### src/rgc_pkg.sv
// Constants for the receiver gain-loop and correlator host controller.
// Assumes a 32-bit APB bus and the device's three-wire serial port.
package rgc_pkg;
   // ----------------------------------------------------------------
   // APB register byte offsets
   // ----------------------------------------------------------------
   localparam logic [7:0] OFS_CTRL    = 8'h00;
   localparam logic [7:0] OFS_STATUS  = 8'h04;
   localparam logic [7:0] OFS_LIMITS  = 8'h08;
   localparam logic [7:0] OFS_CLOCKS  = 8'h0C;
   localparam logic [7:0] OFS_DEMOD   = 8'h10;
   localparam logic [7:0] OFS_CORR    = 8'h14;
   localparam logic [7:0] OFS_GAIN    = 8'h18;
   localparam logic [7:0] OFS_AFC     = 8'h1C;
   localparam logic [7:0] OFS_LEVEL   = 8'h20;
   localparam logic [7:0] OFS_RAW     = 8'h24;
   // ----------------------------------------------------------------
   // Reset values and check limits
   // ----------------------------------------------------------------
   localparam logic [6:0] RST_RAISE_LEVEL = 7'h1E;   // 30
   localparam logic [6:0] RST_DROP_LEVEL  = 7'h46;   // 70
   localparam logic [7:0] RST_SETTLE      = 8'h0A;   // 10
   localparam logic [6:0] MIN_LIMIT_GAP   = 7'h1E;   // 30
   localparam int         MIN_WAIT_US     = 25;
   // ----------------------------------------------------------------
   // Commands and demodulator modes
   // ----------------------------------------------------------------
   typedef enum logic [2:0] {
      CMD_OFFSET_CLK, CMD_DEMOD, CMD_CORR, CMD_GAIN, CMD_LIMITS, CMD_READ
   } rgc_cmd_type;
   localparam logic [1:0] DEMOD_LINEAR = 2'h0;
   localparam logic [1:0] DEMOD_CORR   = 2'h1;
   localparam logic [1:0] DEMOD_ASK    = 2'h2;
   // ----------------------------------------------------------------
   // Device word layout
   // ----------------------------------------------------------------
   localparam logic [3:0] DEV_ADDR_CLK    = 4'h3;
   localparam logic [3:0] DEV_ADDR_DEMOD  = 4'h4;
   localparam logic [3:0] DEV_ADDR_CORR   = 4'h6;
   localparam logic [3:0] DEV_ADDR_GAIN   = 4'h9;
   localparam logic [3:0] DEV_ADDR_LIMITS = 4'hA;
   localparam int OFFSET_DIV_LSB  = 4;
   localparam int DEMOD_SEL_LSB   = 4;
   localparam int POST_BW_LSB     = 6;
   localparam int CORR_BW_LSB     = 4;
   localparam int PARITY_BIT      = 14;
   localparam int POLARITY_BIT    = 29;
   localparam int AGC_OFF_BIT     = 19;
   localparam int LNA_GAIN_LSB    = 20;
   localparam int FILT_GAIN_LSB   = 22;
   localparam int RAISE_LSB       = 4;
   localparam int DROP_LSB        = 11;
   localparam int SETTLE_LSB      = 18;
   localparam int WORD_BITS       = 32;
   localparam int READ_BITS       = 16;
   // Readback: level in bits 7..1, filter gain 9..8, lna gain 11..10
   localparam int RB_LEVEL_LSB    = 1;
   localparam int RB_FILT_LSB     = 8;
   localparam int RB_LNA_LSB      = 10;
   // ----------------------------------------------------------------
   // Level conversion and correlator bandwidth
   // ----------------------------------------------------------------
   localparam logic signed [15:0] POWER_BASE_X2 = -16'sd240;   // -120 dBm
   localparam logic [23:0] CORR_BW_DIV   = 24'd800;
   localparam logic [23:0] CORR_BW_ROUND = 24'd400;
endpackage : rgc_pkg

### src/rgc_host.sv
// Host controller: APB registers, device serial port driver, level
// conversion and setting calculations.
// Assumes the device latches a 32-bit word on the load strobe and
// returns 16 readback bits clocked out after it.
//
// Notes on behaviour
// Device digitises signal level into an 80-level 7-bit code.
// Device lowers gain above the drop level, raises below raise level.
// Limits reset to 30 and 70, settle count to 10.
// Limits must differ by more than 30; otherwise the word is refused.
// Offset clock divider 4, 8 or 16 chosen for 1 to 2 MHz.
// Gain loop on after power-up; gain word can switch it off.
// Settle count times sequencer divider over crystal must be 25 us or more.
// Device filters the level further in amplitude-keyed mode.
// Power in half dBm is level code plus correction minus 240.
// Readback carries lna and filter gain codes with the level.
// Gain correction: 0, 24, 45, 63, 90, 105 by gain pair.
// Demodulator select 01 picks the correlator.
// Device correlates limited IF at IF plus and minus deviation.
// Slicer filter cutoff setting is written as given by software.
// Device slices correlator output against zero.
// Frequency correction advised when error exceeds 40 percent of deviation.
// Recovery clock must be 32 times data rate, tolerating 2 percent.
// Correlator bandwidth is demod clock times K over 800 thousand, rounded.
// Parity bit is K odd; polarity bit follows parity of K or K+1 halves.
// Select 00 gives linear FSK, 10 gives amplitude keying.
// LNA gain is host writable and loop driven when loop enabled.
// Device steps the gain one state at a time.
//
// Register access over APB and the placing of the registers are this design's own decisions.
`timescale 1ns/10ps
module rgc_host #(
   parameter int SCLK_HALF = 4
) (
   input  wire logic        pclk,
   input  wire logic        presetn,
   input  wire logic        psel,
   input  wire logic        penable,
   input  wire logic        pwrite,
   input  wire logic [7:0]  paddr,
   input  wire logic [31:0] pwdata,
   output logic [31:0]      prdata,
   output logic             pready,
   output logic             pslverr,
   output logic             ser_clk,
   output logic             ser_data,
   output logic             ser_load,
   input  wire logic        ser_read_data,
   output logic             afc_advised
);
   // ----------------------------------------------------------------
   // Settings registers
   // ----------------------------------------------------------------
   logic [6:0]  raise_level_reg;
   logic [6:0]  drop_level_reg;
   logic [7:0]  settle_reg;
   logic [5:0]  xtal_mhz_reg;
   logic [15:0] seq_div_reg;
   logic [1:0]  demod_sel_reg;
   logic [9:0]  cutoff_reg;
   logic [15:0] demod_khz_reg;
   logic [7:0]  k_reg;
   logic        agc_on_reg;
   logic [1:0]  lna_gain_reg;
   logic [1:0]  filt_gain_reg;
   logic [15:0] err_khz_reg;
   logic [15:0] dev_khz_reg;
   logic [15:0] raw_reg;
   logic        done_reg;
   logic        refused_reg;

   logic setup;
   logic access;
   logic mapped;
   logic go;
   assign setup  = psel && !penable;
   assign access = psel && penable;
   assign pready = 1'b1;
   localparam logic [5:0] OFS_RAW_IDX = rgc_pkg::OFS_RAW[7:2];
   assign mapped = (paddr[7:2] <= OFS_RAW_IDX) && (paddr[1:0] == 2'h0);
   assign pslverr = access && !mapped;

   always_ff @(posedge pclk or negedge presetn)
   begin
      if (!presetn)
      begin
         raise_level_reg <= rgc_pkg::RST_RAISE_LEVEL;
         drop_level_reg  <= rgc_pkg::RST_DROP_LEVEL;
         settle_reg      <= rgc_pkg::RST_SETTLE;
         xtal_mhz_reg    <= 6'h0A;
         seq_div_reg     <= 16'h0032;
         demod_sel_reg   <= rgc_pkg::DEMOD_CORR;
         cutoff_reg      <= 10'h009;
         demod_khz_reg   <= 16'h1388;
         k_reg           <= 8'h0A;
         agc_on_reg      <= 1'b1;
         lna_gain_reg    <= 2'h3;
         filt_gain_reg   <= 2'h2;
         err_khz_reg     <= 16'h0000;
         dev_khz_reg     <= 16'h0000;
      end
      else if (access && pwrite)
      begin
         case (paddr)
            rgc_pkg::OFS_LIMITS:
            begin
               raise_level_reg <= pwdata[6:0];
               drop_level_reg  <= pwdata[14:8];
               settle_reg      <= pwdata[23:16];
            end
            rgc_pkg::OFS_CLOCKS:
            begin
               xtal_mhz_reg <= pwdata[5:0];
               seq_div_reg  <= pwdata[23:8];
            end
            rgc_pkg::OFS_DEMOD:
            begin
               demod_sel_reg <= pwdata[1:0];
               cutoff_reg    <= pwdata[11:2];
            end
            rgc_pkg::OFS_CORR:
            begin
               demod_khz_reg <= pwdata[15:0];
               k_reg         <= pwdata[23:16];
            end
            rgc_pkg::OFS_GAIN:
            begin
               agc_on_reg    <= pwdata[0];
               lna_gain_reg  <= pwdata[2:1];
               filt_gain_reg <= pwdata[4:3];
            end
            rgc_pkg::OFS_AFC:
            begin
               err_khz_reg <= pwdata[15:0];
               dev_khz_reg <= pwdata[31:16];
            end
            default:
            begin
            end
         endcase
      end
   end

   // ----------------------------------------------------------------
   // Derived settings and checks
   // ----------------------------------------------------------------
   logic [1:0]  offset_div_code;
   logic        offset_div_ok;
   logic        limits_ok;
   logic        wait_ok;
   logic [23:0] corr_bw_full;
   logic [9:0]  corr_bw;
   logic [8:0]  k_plus_one;
   logic        parity_bit;
   logic        polarity_bit;

   always_comb
   begin
      // Smallest divider giving 1 to 2 MHz
      offset_div_ok   = 1'b1;
      if (xtal_mhz_reg >= 6'h04 && xtal_mhz_reg <= 6'h08)
         offset_div_code = 2'h0;
      else if (xtal_mhz_reg >= 6'h08 && xtal_mhz_reg <= 6'h10)
         offset_div_code = 2'h1;
      else if (xtal_mhz_reg >= 6'h10 && xtal_mhz_reg <= 6'h20)
         offset_div_code = 2'h2;
      else
      begin
         offset_div_code = 2'h0;
         offset_div_ok   = 1'b0;
      end
   end

   assign limits_ok = (drop_level_reg > raise_level_reg) &&
                      ((drop_level_reg - raise_level_reg) > rgc_pkg::MIN_LIMIT_GAP);
   assign wait_ok = ({8'h00, settle_reg} * {8'h00, seq_div_reg}) >=
                    (32'(rgc_pkg::MIN_WAIT_US) * {26'h0, xtal_mhz_reg});
   assign corr_bw_full = (demod_khz_reg * {8'h00, k_reg} + rgc_pkg::CORR_BW_ROUND) /
                         rgc_pkg::CORR_BW_DIV;
   assign corr_bw      = corr_bw_full[9:0];
   assign k_plus_one   = {1'b0, k_reg} + 9'h001;
   assign parity_bit   = k_reg[0];
   assign polarity_bit = k_reg[0] ? k_plus_one[1] : k_reg[1];

   always_ff @(posedge pclk or negedge presetn)
   begin
      if (!presetn)
         afc_advised <= 1'b0;
      else
         afc_advised <= ({2'h0, err_khz_reg, 2'h0} + {4'h0, err_khz_reg}) >
                        {3'h0, dev_khz_reg, 1'b0};
   end

   // ----------------------------------------------------------------
   // Device word assembly
   // ----------------------------------------------------------------
   logic [2:0]  cmd_code;
   logic [31:0] word;
   logic        word_ok;
   assign go       = access && pwrite && (paddr == rgc_pkg::OFS_CTRL) && pwdata[3];
   assign cmd_code = pwdata[2:0];

   always_comb
   begin
      word    = 32'h0000_0000;
      word_ok = 1'b1;
      case (rgc_pkg::rgc_cmd_type'(cmd_code))
         rgc_pkg::CMD_OFFSET_CLK:
         begin
            word = {28'h0, rgc_pkg::DEV_ADDR_CLK};
            word[rgc_pkg::OFFSET_DIV_LSB +: 2] = offset_div_code;
            word_ok = offset_div_ok;
         end
         rgc_pkg::CMD_DEMOD:
         begin
            word = {28'h0, rgc_pkg::DEV_ADDR_DEMOD};
            word[rgc_pkg::DEMOD_SEL_LSB +: 2] = demod_sel_reg;
            word[rgc_pkg::POST_BW_LSB +: 10]  = cutoff_reg;
         end
         rgc_pkg::CMD_CORR:
         begin
            word = {28'h0, rgc_pkg::DEV_ADDR_CORR};
            word[rgc_pkg::CORR_BW_LSB +: 10] = corr_bw;
            word[rgc_pkg::PARITY_BIT]        = parity_bit;
            word[rgc_pkg::POLARITY_BIT]      = polarity_bit;
         end
         rgc_pkg::CMD_GAIN:
         begin
            word = {28'h0, rgc_pkg::DEV_ADDR_GAIN};
            word[rgc_pkg::AGC_OFF_BIT]         = !agc_on_reg;
            word[rgc_pkg::LNA_GAIN_LSB +: 2]   = lna_gain_reg;
            word[rgc_pkg::FILT_GAIN_LSB +: 2]  = filt_gain_reg;
         end
         rgc_pkg::CMD_LIMITS:
         begin
            word = {28'h0, rgc_pkg::DEV_ADDR_LIMITS};
            word[rgc_pkg::RAISE_LSB +: 7]  = raise_level_reg;
            word[rgc_pkg::DROP_LSB +: 7]   = drop_level_reg;
            word[rgc_pkg::SETTLE_LSB +: 8] = settle_reg;
            word_ok = limits_ok && wait_ok;
         end
         rgc_pkg::CMD_READ:
            word = 32'h0000_0000;
         default:
            word_ok = 1'b0;
      endcase
   end

   // ----------------------------------------------------------------
   // Serial engine
   // ----------------------------------------------------------------
   typedef enum logic [1:0] {ST_IDLE, ST_SHIFT, ST_LOAD, ST_READ} rgc_state_type;
   rgc_state_type state_reg;
   logic [31:0]   shift_reg;
   logic [5:0]    bits_reg;
   logic [7:0]    phase_reg;
   logic          is_read_reg;
   logic          half_end;
   logic          busy;
   assign half_end = (phase_reg == 8'(SCLK_HALF - 1));
   assign busy     = (state_reg != ST_IDLE);

   always_ff @(posedge pclk or negedge presetn)
   begin
      if (!presetn)
      begin
         state_reg   <= ST_IDLE;
         shift_reg   <= 32'h0000_0000;
         bits_reg    <= 6'h00;
         phase_reg   <= 8'h00;
         is_read_reg <= 1'b0;
         ser_clk     <= 1'b0;
         ser_data    <= 1'b0;
         ser_load    <= 1'b0;
         raw_reg     <= 16'h0000;
         done_reg    <= 1'b0;
         refused_reg <= 1'b0;
      end
      else
      begin
         phase_reg <= (busy && !half_end) ? phase_reg + 8'h01 : 8'h00;
         case (state_reg)
            ST_IDLE:
            begin
               if (go && word_ok && !busy)
               begin
                  is_read_reg <= (cmd_code == 3'(rgc_pkg::CMD_READ));
                  shift_reg   <= {word[30:0], 1'b0};
                  ser_data    <= word[31];
                  bits_reg    <= 6'(rgc_pkg::WORD_BITS);
                  done_reg    <= 1'b0;
                  refused_reg <= 1'b0;
                  state_reg   <= (cmd_code == 3'(rgc_pkg::CMD_READ)) ? ST_LOAD : ST_SHIFT;
               end
               else if (go)
                  refused_reg <= 1'b1;
            end
            ST_SHIFT:
               if (half_end)
               begin
                  ser_clk <= !ser_clk;
                  if (ser_clk)
                  begin
                     if (bits_reg == 6'h01)
                        state_reg <= ST_LOAD;
                     else
                     begin
                        ser_data  <= shift_reg[31];
                        shift_reg <= {shift_reg[30:0], 1'b0};
                     end
                     bits_reg <= bits_reg - 6'h01;
                  end
               end
            ST_LOAD:
               if (half_end)
               begin
                  ser_load <= !ser_load;
                  ser_data <= 1'b0;
                  if (ser_load)
                  begin
                     bits_reg  <= 6'(rgc_pkg::READ_BITS);
                     state_reg <= is_read_reg ? ST_READ : ST_IDLE;
                     done_reg  <= !is_read_reg;
                  end
               end
            ST_READ:
               if (half_end)
               begin
                  ser_clk <= !ser_clk;
                  if (!ser_clk)
                     raw_reg <= {raw_reg[14:0], ser_read_data};
                  else
                  begin
                     bits_reg <= bits_reg - 6'h01;
                     if (bits_reg == 6'h01)
                     begin
                        state_reg <= ST_IDLE;
                        done_reg  <= 1'b1;
                     end
                  end
               end
            default:
               state_reg <= ST_IDLE;
         endcase
      end
   end

   // ----------------------------------------------------------------
   // Level conversion
   // ----------------------------------------------------------------
   logic [6:0]        level_code;
   logic [1:0]        rb_lna;
   logic [1:0]        rb_filt;
   logic [6:0]        gain_corr;
   logic signed [15:0] power_x2;
   assign level_code = raw_reg[rgc_pkg::RB_LEVEL_LSB +: 7];
   assign rb_lna     = raw_reg[rgc_pkg::RB_LNA_LSB +: 2];
   assign rb_filt    = raw_reg[rgc_pkg::RB_FILT_LSB +: 2];

   always_comb
   begin
      case ({rb_lna, rb_filt})
         4'b1110: gain_corr = 7'd0;
         4'b1010: gain_corr = 7'd24;
         4'b1001: gain_corr = 7'd45;
         4'b1000: gain_corr = 7'd63;
         4'b0100: gain_corr = 7'd90;
         4'b0000: gain_corr = 7'd105;
         default: gain_corr = 7'd0;
      endcase
   end
   assign power_x2 = rgc_pkg::POWER_BASE_X2 + $signed({9'h000, level_code}) +
                     $signed({9'h000, gain_corr});

   // ----------------------------------------------------------------
   // Read data
   // ----------------------------------------------------------------
   always_ff @(posedge pclk or negedge presetn)
   begin
      if (!presetn)
         prdata <= 32'h0000_0000;
      else if (setup && !pwrite)
      begin
         case (paddr)
            rgc_pkg::OFS_STATUS:
               prdata <= {26'h0, wait_ok, limits_ok, offset_div_ok, refused_reg,
                          done_reg, busy};
            rgc_pkg::OFS_LIMITS:
               prdata <= {8'h00, settle_reg, 1'b0, drop_level_reg, 1'b0, raise_level_reg};
            rgc_pkg::OFS_CLOCKS:
               prdata <= {8'h00, seq_div_reg, 2'h0, xtal_mhz_reg};
            rgc_pkg::OFS_DEMOD:
               prdata <= {20'h0, cutoff_reg, demod_sel_reg};
            rgc_pkg::OFS_CORR:
               prdata <= {polarity_bit, parity_bit, corr_bw[5:0], k_reg, demod_khz_reg};
            rgc_pkg::OFS_GAIN:
               prdata <= {27'h0, filt_gain_reg, lna_gain_reg, agc_on_reg};
            rgc_pkg::OFS_AFC:
               prdata <= {dev_khz_reg, err_khz_reg};
            rgc_pkg::OFS_LEVEL:
               prdata <= {power_x2, 4'h0, rb_filt, rb_lna, 1'b0, level_code};
            rgc_pkg::OFS_RAW:
               prdata <= {6'h00, corr_bw, raw_reg};
            default:
               prdata <= 32'h0000_0000;
         endcase
      end
   end
endmodule : rgc_host

### config.mk
export PLATFORM = sky130hd
export DESIGN_NAME = rgc_host
export DESIGN_NICKNAME = d
export VERILOG_FILES = /design/src/rgc_pkg.sv /design/src/rgc_host.sv
export SDC_FILE = /design/constraint.sdc
export NUM_CORES = 1
export LEC_CHECK = 0
export BUFFER_PORTS_ARGS = -buffer_cell sky130_fd_sc_hd__buf_2
export CORE_ASPECT_RATIO = 1.25
export CORE_UTILIZATION = 66
export DETAILED_ROUTE_END_ITERATION = 10
export PLACE_DENSITY = 0.9
export SETUP_SLACK_MARGIN = 0.3
export SYNTH_ARGS = -nofsm -noshare
export SYNTH_HDL_FRONTEND = slang
export SYNTH_SLANG_ARGS = --single-unit
### constraint.sdc
create_clock -name pclk -period 31.5 [get_ports pclk]
set_clock_uncertainty 0.05 [all_clocks]
set_input_delay 1.575 -clock pclk [delete_from_list [all_inputs] [get_ports pclk]]
set_output_delay 1.575 -clock pclk [all_outputs]
set_load 0.03 [all_outputs]
* Word-level counts from Yosys, hierarchy flattened *
Cells that the tools add are included.
Widths: inputs -> output; s select.

operators by class
  $add $sub $neg = 8
  shift operators = 0
  reduce and logical (&&, ||, !) cells = 53
  magnitude comparators = 11
  divide/modulo/power cells = 1
  multiplexer cells = 50
  bitwise gates (word level) = 1
  multiply operators = 3
  eq/ne operators = 35

operators by type and width
  kind                    number
  $pmux 32 s9             1
  $pmux 30 s5             1
  $mux 32                 4
  $pmux 32 s2             1
  $pmux 7 s5              1
  $eq 8x5->1 const B      4
  $mux 6                  5
  $mux 2                  14
  $add 24x9->24 const B   1
  $div 24x10->24 const B  1
  $ge 24x11->1            1
  $mul 16x8->24           1
  $mul 8x16->24           1
  $ne 2x2->1 const B      10
  $reduce_and 2->1        10
  $add 18x16->19          1
  $gt 19x17->1            1
  $pmux 6 s3              1
  $mux 1                  17
  $eq 8x4->1 const B      2
  $eq 8x6->1 const B      2
  $logic_and 1x1->1       16
  $eq 4x4->1 const B      3
  $le 6x4->1 const B      2
  42 further kinds        61

storage, ports and cells
  memory bits (read-only) = 0
  memories = 0
  bits in registers = 220
  output and inout bits = 38
  bits in latches = 0
  memory bits (writable) = 0
  logic and storage cells = 189

* Longest topological paths before layout *
Gate-level depths: netlist of run 1.

  depth after elaboration = 10
  gate-level depth with buffers = 53

* Least setup slack after synthesis of run 1 *
OpenSTA, ideal clock, no wires.

  path kind = register -> register
  start point = reg k_reg[1]
  end point = reg prdata[24]
  buffers on the path = 5
  path slack = 19.439 ns
  data required time = 31.316 ns
  arrival = 11.877 ns
  setup time = 0.134 ns
  cell stages (with the launch flop) = 49
  path through = dfstp_2 > clkbuf_1 > clkbuf_1 > nand2_1 > fa_1 > inv_1 > fa_1 > ha_1 > inv_1 > fa_1 > inv_1 > ha_1 > fa_1 > a211oi_2 > o21ai_2 > and2_1 > or3_1 > buf_2 > [... 13 more ...] > a211o_2 > a221oi_1 > o21bai_4 > mux2_4 > o31ai_2 > o2bb2ai_2 > xor2_1 > a211oi_2 > a2111oi_4 > a22o_1 > or2_1 > buf_2 > a21oi_2 > maj3_2 > a22o_1 > mux2_2 > a22oi_1 > o41ai_1

on the way
  longest elaborated chain between the ends = 4

RTL lines
  element                 RTL line         RTL
  from (decl)             rgc_host.sv:62   logic [7:0] k_reg;
  from (signal assigned)  rgc_host.sv:124  k_reg <= pwdata[23:16];
  $mul 16x8->24           rgc_host.sv:178  assign corr_bw_full = (demod_khz_reg * {8'h00, k_reg} + rgc_pkg::CORR_BW_ROUND) /
  $add 24x9->24           rgc_host.sv:178
  $div 24x10->24          rgc_host.sv:178
  $pmux 32 s9             rgc_host.sv:384  case (paddr)
  to (signal assigned)    rgc_host.sv:386  prdata <= {26'h0, wait_ok, limits_ok, offset_div_ok, refused_reg,
  to (signal assigned)    rgc_host.sv:389  prdata <= {8'h00, settle_reg, 1'b0, drop_level_reg, 1'b0, raise_level_reg};
  to (signal assigned)    rgc_host.sv:391  prdata <= {8'h00, seq_div_reg, 2'h0, xtal_mhz_reg};
  to (decl)               rgc_host.sv:42   output logic [31:0] prdata,

Every way passes these cells.
A chain may end at the register's enable or synchronous reset.

* Final worst setup path of run 1 *
  start point = reg k_reg[7]
  end point = reg prdata[24]

The elaborated chain is that of the path after synthesis.

==> results of run 1 <==
[cell families after synthesis]
family	count (synthesis)
AO/OA/AOI/OAI	659
XOR/XNOR	84
adder cells (fa/ha/maj)	371
buffers and inverters	416
flip-flops	219
multiplexers	188
other	1
AND/OR/NAND/NOR	800
[final timing paths]
path	slack (ns)	cells after the start	endpoint	from
max	17.33	42	prdata[24]$_DFFE_PN0P_	k_reg[7]$_DFFE_PN0P_
min	0.43	2	prdata[31]$_DFFE_PN0P_	prdata[31]$_DFFE_PN0P_
max reg2reg	17.33	42	prdata[24]$_DFFE_PN0P_	k_reg[7]$_DFFE_PN0P_
min reg2reg	0.43	2	prdata[31]$_DFFE_PN0P_	prdata[31]$_DFFE_PN0P_
max in group asynchronous	28.31	3	cutoff_reg[7]$_DFFE_PN0P_	presetn
min in group asynchronous	1.06	1	phase_reg[2]$_DFF_PN0_	presetn
[routing by layer]
metal / vias to the layer above / wire (um)
met5: - / 19
met4: 2 / 4940
met3: 303 / 5350
met2: 1151 / 35200
met1: 10500 / 26300
li1: 9545 / -
[synth_stat cells, types with 31 or more instances]
library cell and number:
and2_1 170, a21oi_1 144, nor2_1 156, ha_1 193, inv_1 266, fa_1 174, a21o_1 37, nor3_1 38
a31oi_1 32, o21ai_0 111, clkbuf_1 110, xnor2_1 55, dfrtp_1 191, o22ai_1 31, nand2_1 250, a221oi_1 35
mux2i_1 46, mux2_2 140, nand3_1 32
[worst max-delay path: cells and delay by family, from the launching register on]
kind,cells,cell delay [ns]
XOR/XNOR,1,0.40
buffers and inverters,4,0.20
adder cells (fa/ha/maj),5,2.69
AND/OR/NAND/NOR,8,2.24
multiplexers,2,0.82
AO/OA/AOI/OAI,22,7.00
flip-flops,1,0.59
[final cells by class]
cell class / instances / area, um2 / area share, %
flip-flops and latches: 219 / 5520 / 21.2
repair buffers: 101 / 563 / 2.16
inverters: 268 / 1010 / 3.87
clock inverters: 14 / 209 / 0.803
well taps: 480 / 601 / 2.31
multi-input cells: 2103 / 17600 / 67.5
diodes: 3 / 7.51 / 0.0289
clock buffers: 22 / 539 / 2.07
[report_power, final]
group          internal (uW)  total, uW  switching [uW]
Sequential               306        331            24.2
Clock                    166        281             115
Combinational           44.4        135            90.4
[per-stage QoR]
stage | hold slack [ns] | util [%] | total power [uW] | setup WS, ns | std cells
4_1_cts | 0.432 | 71.0 | 742 | 17.66 | 3207
3_3_place_gp | 0.405 | 69.0 | 459 | 18.03 | 3171
6_report | 0.432 | 71.1 | 746 | 17.33 | 3210
2_1_floorplan | 0.388 | - | 418 | 19.44 | 2738
3_5_place_dp | 0.412 | 69.0 | 464 | 17.72 | 3171
5_1_grt | 0.460 | 71.0 | 770 | 16.64 | 3207
==> reports/summary.log, run 1 <==
INFO  floorplan      fp.dieArea=0.0382mm2
INFO  cells_and_area stdcell_area=0.0260mm2
INFO  cells_and_area mostFrequentLayoutCell=inv_1
INFO  route          drcViolationCount=0
INFO  power          power.static_leakage=0.0125uW
INFO  synthesis      yosysUniqueCellTypes=118
INFO  place          postPlaceCellArea=0.0253mm2
INFO  critical_path  critPathArrivalTime=14.47ns
INFO  critical_path  worst_path_largest_cell_delay=0.62ns
INFO  route          drt_first_iter_violations=1928
INFO  clock_network  cts_repair_resize_count=0
INFO  critical_path  slowest_stage=a211oi_1
INFO  route          routed_wl=71.8mm
INFO  sta            report.final.hold_viol_count=0
INFO  synthesis      post_synth_and_or_nand_nor_area_fraction=16.1%
INFO  place          routabilityCongestion=1.01
INFO  power          power_density=28.7mW/mm2
INFO  route          detail_route.wl_per_cell=22.4um
INFO  clock_network  clock_sinks=219
INFO  grt            gr-total-overflow=0
INFO  grt            grt_use_met3=4.91%
INFO  sta            achievable_freq=70.5MHz
INFO  grt            track_usage=37.8%
INFO  cells_and_area max_reg_flops=32
INFO  clock_network  post_cts_buffers=0
INFO  clock_network  cts_tree=built
INFO  critical_path  critPathMaxFanout=18
INFO  synthesis      synth_top_cells_by_area=dfrtp_1, fa_1, ha_1
INFO  cells_and_area flow.area_growth_from_synthesis=5.37%
INFO  cells_and_area post_route_cells_drive_above_1_share=14.4%
INFO  synthesis      mux_contribution_to_synthesized_area=8.37%
INFO  grt            grt_pass1_vias=21400
INFO  synthesis      main_combinational_cell_family_by_area_after_synthesis=adder cells
INFO  sta            setup-violations-final=0
INFO  grt            grt_antenna_before_repair=2
INFO  route          drt_pre_antenna_iters=9
INFO  sta            worst_slew_margin_rel=15.5%
INFO  clock_network  cts_made_buffers=20
INFO  synthesis      synthAdderAreaFrac=24.1%
INFO  synthesis      synthCells=2738
INFO  route          routed_via_density=6.71
INFO  synthesis      synth_compound_gate_area_share=19.5%
INFO  grt            grt.met2_usage=65.4%
INFO  route          vias=21500
INFO  synthesis      synth_top_cell_by_area=dfrtp_1
INFO  synthesis      synth_area_per_cell=9.01um2
INFO  synthesis      syn_area=0.0247mm2
INFO  synthesis      synth-edff-count=0
INFO  synthesis      mappedNetlistNets=3151
INFO  critical_path  timing.critical_path.required=31.80ns
INFO  sta            tightest_slew=1.26ns
INFO  clock_network  ctsHoldBuffers=0
INFO  synthesis      ys_warn_count=0
INFO  power          ir_worst_vdd=0.0000557V
INFO  synthesis      flip_flop_cell_with_the_highest_count_after_synthesis=dfrtp_1
INFO  cells_and_area mostFrequentLayoutCells=inv_1, nand2_1, ha_1, dfrtp_1, fa_1
INFO  place          port-buffer-count=82
INFO  critical_path  crit_type=flip-flop to flip-flop
INFO  synthesis      synth_largest_type_area_fraction=19.4%
INFO  sta            timing.final.max_slew_violations=0
INFO  critical_path  cp-start-kind=flip-flop
INFO  sta            final.setup.tns=0ns
INFO  flow_run       maxCapViolations=0
INFO  grt            gr-max-usage-layer=met2
INFO  clock_network  cts_htree_levels=1
INFO  synthesis      postSynth.asyncResetShare=100%
INFO  hold_path      hp-class=flip-flop to flip-flop
INFO  sta            period_minus_slack=14.17ns
INFO  floorplan      placementRows=78
INFO  floorplan      die_height=218um
INFO  synthesis      flops_latches_synth=219
INFO  outcome        run_status=completed
INFO  sta            final_worst_path_period_share=45.0%
INFO  route          detail-route-antenna-nets=0
INFO  synthesis      post_synth_xor_area_fraction=3.01%
INFO  critical_path  endpoint_kind=flip-flop
INFO  grt            grt_start_max_net_pins=114
INFO  floorplan      start_util=67.4%
INFO  clock_network  clock-root-buffer=clkbuf_16
INFO  floorplan      core_area=0.0366mm2
INFO  clock_network  clockBufferDepth=3
INFO  floorplan      ios=84
INFO  synthesis      synth_seq_area_share=22.3%
INFO  clock_network  clk_latency=0.51ns
INFO  cells_and_area final.fill_count=2635
INFO  grt            grt_pass1_wl=114mm
INFO  place          detailed_place_hpwl=54.2mm
INFO  cells_and_area layout.nets=3126
INFO  sta            rsz0062_at_grt=false
INFO  clock_network  cts.reportedPaths.clkPinSlew=0.07ns
INFO  grt            global_routing_usage_on_met1=44.8%
INFO  floorplan      die_w=175um
Power figures use the tool's default switching activity.
==> run 2, diff against run 1 <==
CORE_UTILIZATION = 65   (was 66)
PLACE_DENSITY = 0.89   (was 0.9)
clock period = 14 ns   (was 31.5 ns; I/O delays follow)
==> run 2 against run 1 <==
The flow now finishes with violations (capacitance limit). Sequential share of layout area down 0.20 points. Cell area up 1.1%. First-iteration DRC count down 0.67%. Via count up 0.15%. Flip-flop and latch count unchanged. Highest routed layer unchanged.
==> reports/summary.log, run 2 (synthesis results as in run 1) <==
INFO  outcome        run_status=complete, but fails checks [was completed]
INFO  outcome        failing_checks=capacitance limit
INFO  critical_path  endpoint_kind=flip-flop [unchanged]
INFO  route          detail_route.wl_per_cell=22.5um [was 22.4 um]
INFO  critical_path  crit_type=flip-flop to flip-flop [unchanged]
INFO  power          clock_power_share=36.0% [was 37.6%]
INFO  route          routed_via_density=6.66 [was 6.71]
INFO  clock_network  cts_made_buffers=21 [was 20]
INFO  grt            gr-total-overflow=0 [unchanged]
INFO  grt            track_usage=37.8% [about the same]
INFO  power          switching_part_of_the_total_power=31.0% [was 30.7%]
INFO  floorplan      die_height=220um [was 218 um]
INFO  cells_and_area stdcell_area=0.0263mm2 [was 0.0260 mm2]
INFO  sta            timing.final.max_slew_violations=0 [unchanged]
INFO  grt            grt_antenna_before_repair=2 [unchanged]
INFO  critical_path  critPathArrivalTime=13.50ns [was 14.47 ns]
INFO  cells_and_area post_route_cells_drive_above_1_share=16.0% [was 14.4%]
INFO  power          power_density=62.5mW/mm2 [was 28.7 mW/mm2]
INFO  flow_run       maxCapViolations=1 [was 0]
INFO  sta            achievable_freq=75.9MHz [was 70.5 MHz]
INFO  sta            setup-violations-final=0 [unchanged]
INFO  place          routabilityCongestion=1.01 [about the same]
INFO  clock_network  cts_htree_levels=1 [unchanged]
INFO  floorplan      core_area=0.0374mm2 [was 0.0366 mm2]
INFO  place          postPlaceCellArea=0.0253mm2 [about the same]
INFO  sta            tightest_slew=1.48ns [was 1.26 ns]
INFO  floorplan      die_w=176um [was 175 um]
INFO  grt            grt_pass1_wl=115mm [was 114 mm]
INFO  power          power.net_switching=509uW [was 229 uW]
INFO  route          drcViolationCount=0 [unchanged]
INFO  cells_and_area mostFrequentLayoutCell=inv_1 [unchanged]
INFO  critical_path  slowest_stage=dfstp_4 [was a211oi_1]
INFO  sta            worst_slew_margin_rel=0.131% [was 15.5%]
INFO  critical_path  critical_path.most_common_cell=fa_1
INFO  clock_network  ctsHoldBuffers=0 [unchanged]
INFO  clock_network  clockBufferDepth=3 [unchanged]
INFO  sta            final_worst_path_period_share=94.1% [was 45.0%]
INFO  sta            final.setup.tns=0ns [unchanged]
INFO  clock_network  cts.reportedPaths.clkPinSlew=0.07ns [about the same]
INFO  power          ir_worst_vdd=0.000129V [was 0.0000557 V]
INFO  power          total_power=1640uW [was 746 uW]
INFO  grt            grt_start_max_net_pins=100 [was 114]
INFO  critical_path  cp-start-kind=flip-flop [unchanged]
INFO  power          p_int=1130uW [was 517 uW]
INFO  route          vias=21600 [was 21500]
INFO  sta            rsz0062_at_grt=false [unchanged]
INFO  place          detailed_place_hpwl=55.1mm [was 54.2 mm]
INFO  clock_network  clock_sinks=219 [unchanged]
INFO  cells_and_area mostFrequentLayoutCells=inv_1, nand2_1, ha_1, dfrtp_1, fa_1 [unchanged]
INFO  power          p_comb_share=18.7% [was 18.1%]
INFO  critical_path  timing.critical_path.required=14.33ns [was 31.80 ns]
INFO  route          detail-route-antenna-nets=0 [unchanged]
INFO  clock_network  clock-root-buffer=clkbuf_16 [unchanged]
INFO  power          power.static_leakage=0.0126uW [was 0.0125 uW]
INFO  sta            report.final.hold_viol_count=0 [unchanged]
INFO  sta            period_minus_slack=13.17ns [was 14.17 ns]
INFO  cells_and_area flow.area_growth_from_synthesis=6.53% [was 5.37%]
INFO  cells_and_area max_reg_flops=32 [unchanged]
INFO  critical_path  worst_path_largest_cell_delay=0.74ns [was 0.62 ns]
INFO  route          drt_pre_antenna_iters=9 [unchanged]
INFO  clock_network  clk_latency=0.52ns [was 0.51 ns]
INFO  grt            grt_pass1_vias=21800 [was 21400]
INFO  floorplan      start_util=66.1% [was 67.4%]
INFO  critical_path  critPathMaxFanout=19 [was 18]
INFO  route          drt_first_iter_violations=1915 [was 1928]
INFO  hold_path      hp-class=input pin to asynchronous set/reset pin [was flip-flop to flip-flop]
INFO  floorplan      ios=84 [unchanged]
INFO  floorplan      placementRows=79 [was 78]
INFO  clock_network  cts_tree=built [unchanged]
INFO  cells_and_area finish.utilization=70.4% [was 71.1%]
INFO  power          power.sequential.fraction=45.3% [was 44.3%]
INFO  place          port-buffer-count=82 [unchanged]
INFO  cells_and_area layout.nets=3146 [was 3126]
INFO  route          routed_wl=72.7mm [was 71.8 mm]
INFO  floorplan      fp.dieArea=0.0388mm2 [was 0.0382 mm2]
run 2: repair_timing:
action / in CTS / in global routing
setup buffers: 0 / 11
endpoints found under the setup margin: 0 / 9
resized for setup: 0 / 36
endpoints found under the hold margin: 0 / 0
run 2: critical path, delay by kind of cell, from the launching register on:
kind / cells / cell delay [ns]
simple gates: 6 / 1.82
flops: 1 / 0.74
fa+ha+maj: 7 / 2.84
compound gates: 21 / 5.62
buf+inv: 3 / 0.16
mux: 4 / 1.47
xor+xnor: 1 / 0.29
run 2: power groups by stage:
| stage | logic [uW] | clock network, uW | registers, uW |
|---|---|---|---|
| after global placement | 286 | 0 | 748 |
| after global routing | 335 | 616 | 749 |
| after detailed placement | 298 | 0 | 752 |
| after floorplan | 196 | 0 | 745 |
| final | 308 | 592 | 744 |
| after CTS | 302 | 592 | 741 |
run 2: worst paths after layout:
path                                           start                   endpoint  slack [ns]  depth (start not counted)
setup reg to reg                k_reg[1]$_DFFE_PN1P_     prdata[24]$_DFFE_PN0P_        0.83                         42
min in group pclk                      ser_read_data     raw_reg[0]$_DFFE_PN0P_        0.35                          2
max in group asynchronous                    presetn       k_reg[2]$_DFFE_PN0P_       12.40                          2
hold reg to reg            shift_reg[29]$_DFFE_PN0P_  shift_reg[29]$_DFFE_PN0P_        0.43                          2
setup / recovery                k_reg[1]$_DFFE_PN1P_     prdata[24]$_DFFE_PN0P_        0.83                         42
hold / removal                               presetn     phase_reg[2]$_DFF_PN0_        0.14                          1
run 2: layout make-up:
cell class                      instances  area, um2
Antenna cell                            2       5.00
Clock buffer                           30        609
Clock inverter                          8        100
Fill cell                            2734      11100
Inverter                              268       1010
Multi-Input combinational cell       2103      17700
Sequential cell                       219       5520
Tap cell                              486        608
Timing Repair Buffer                  120        718
run 2: metal layers:
| layer | GRT usage (%) | vias to the layer above | share of wire [%] |
|---|---|---|---|
| met4 | 25.1 | 2 | 7.5 |
| met3 | 6.09 | 333 | 7.9 |
| met5 | 0 | - | 0.011 |
| met1 | 43.7 | 10600 | 36 |
| li1 | - | 9541 | - |
| met2 | 64.8 | 1103 | 49 |
run 2: through the flow:
step / instances / setup WS (ns) / hold WS (ns)
detailed placement: 3185 / 0.427 / 0.413
finish: 3236 / 0.830 / 0.138
floorplan: 2738 / 1.94 / 0.354
global route: 3234 / 0.303 / 0.215
CTS: 3223 / 0.387 / 0.193
global placement: 3185 / 0.687 / 0.405
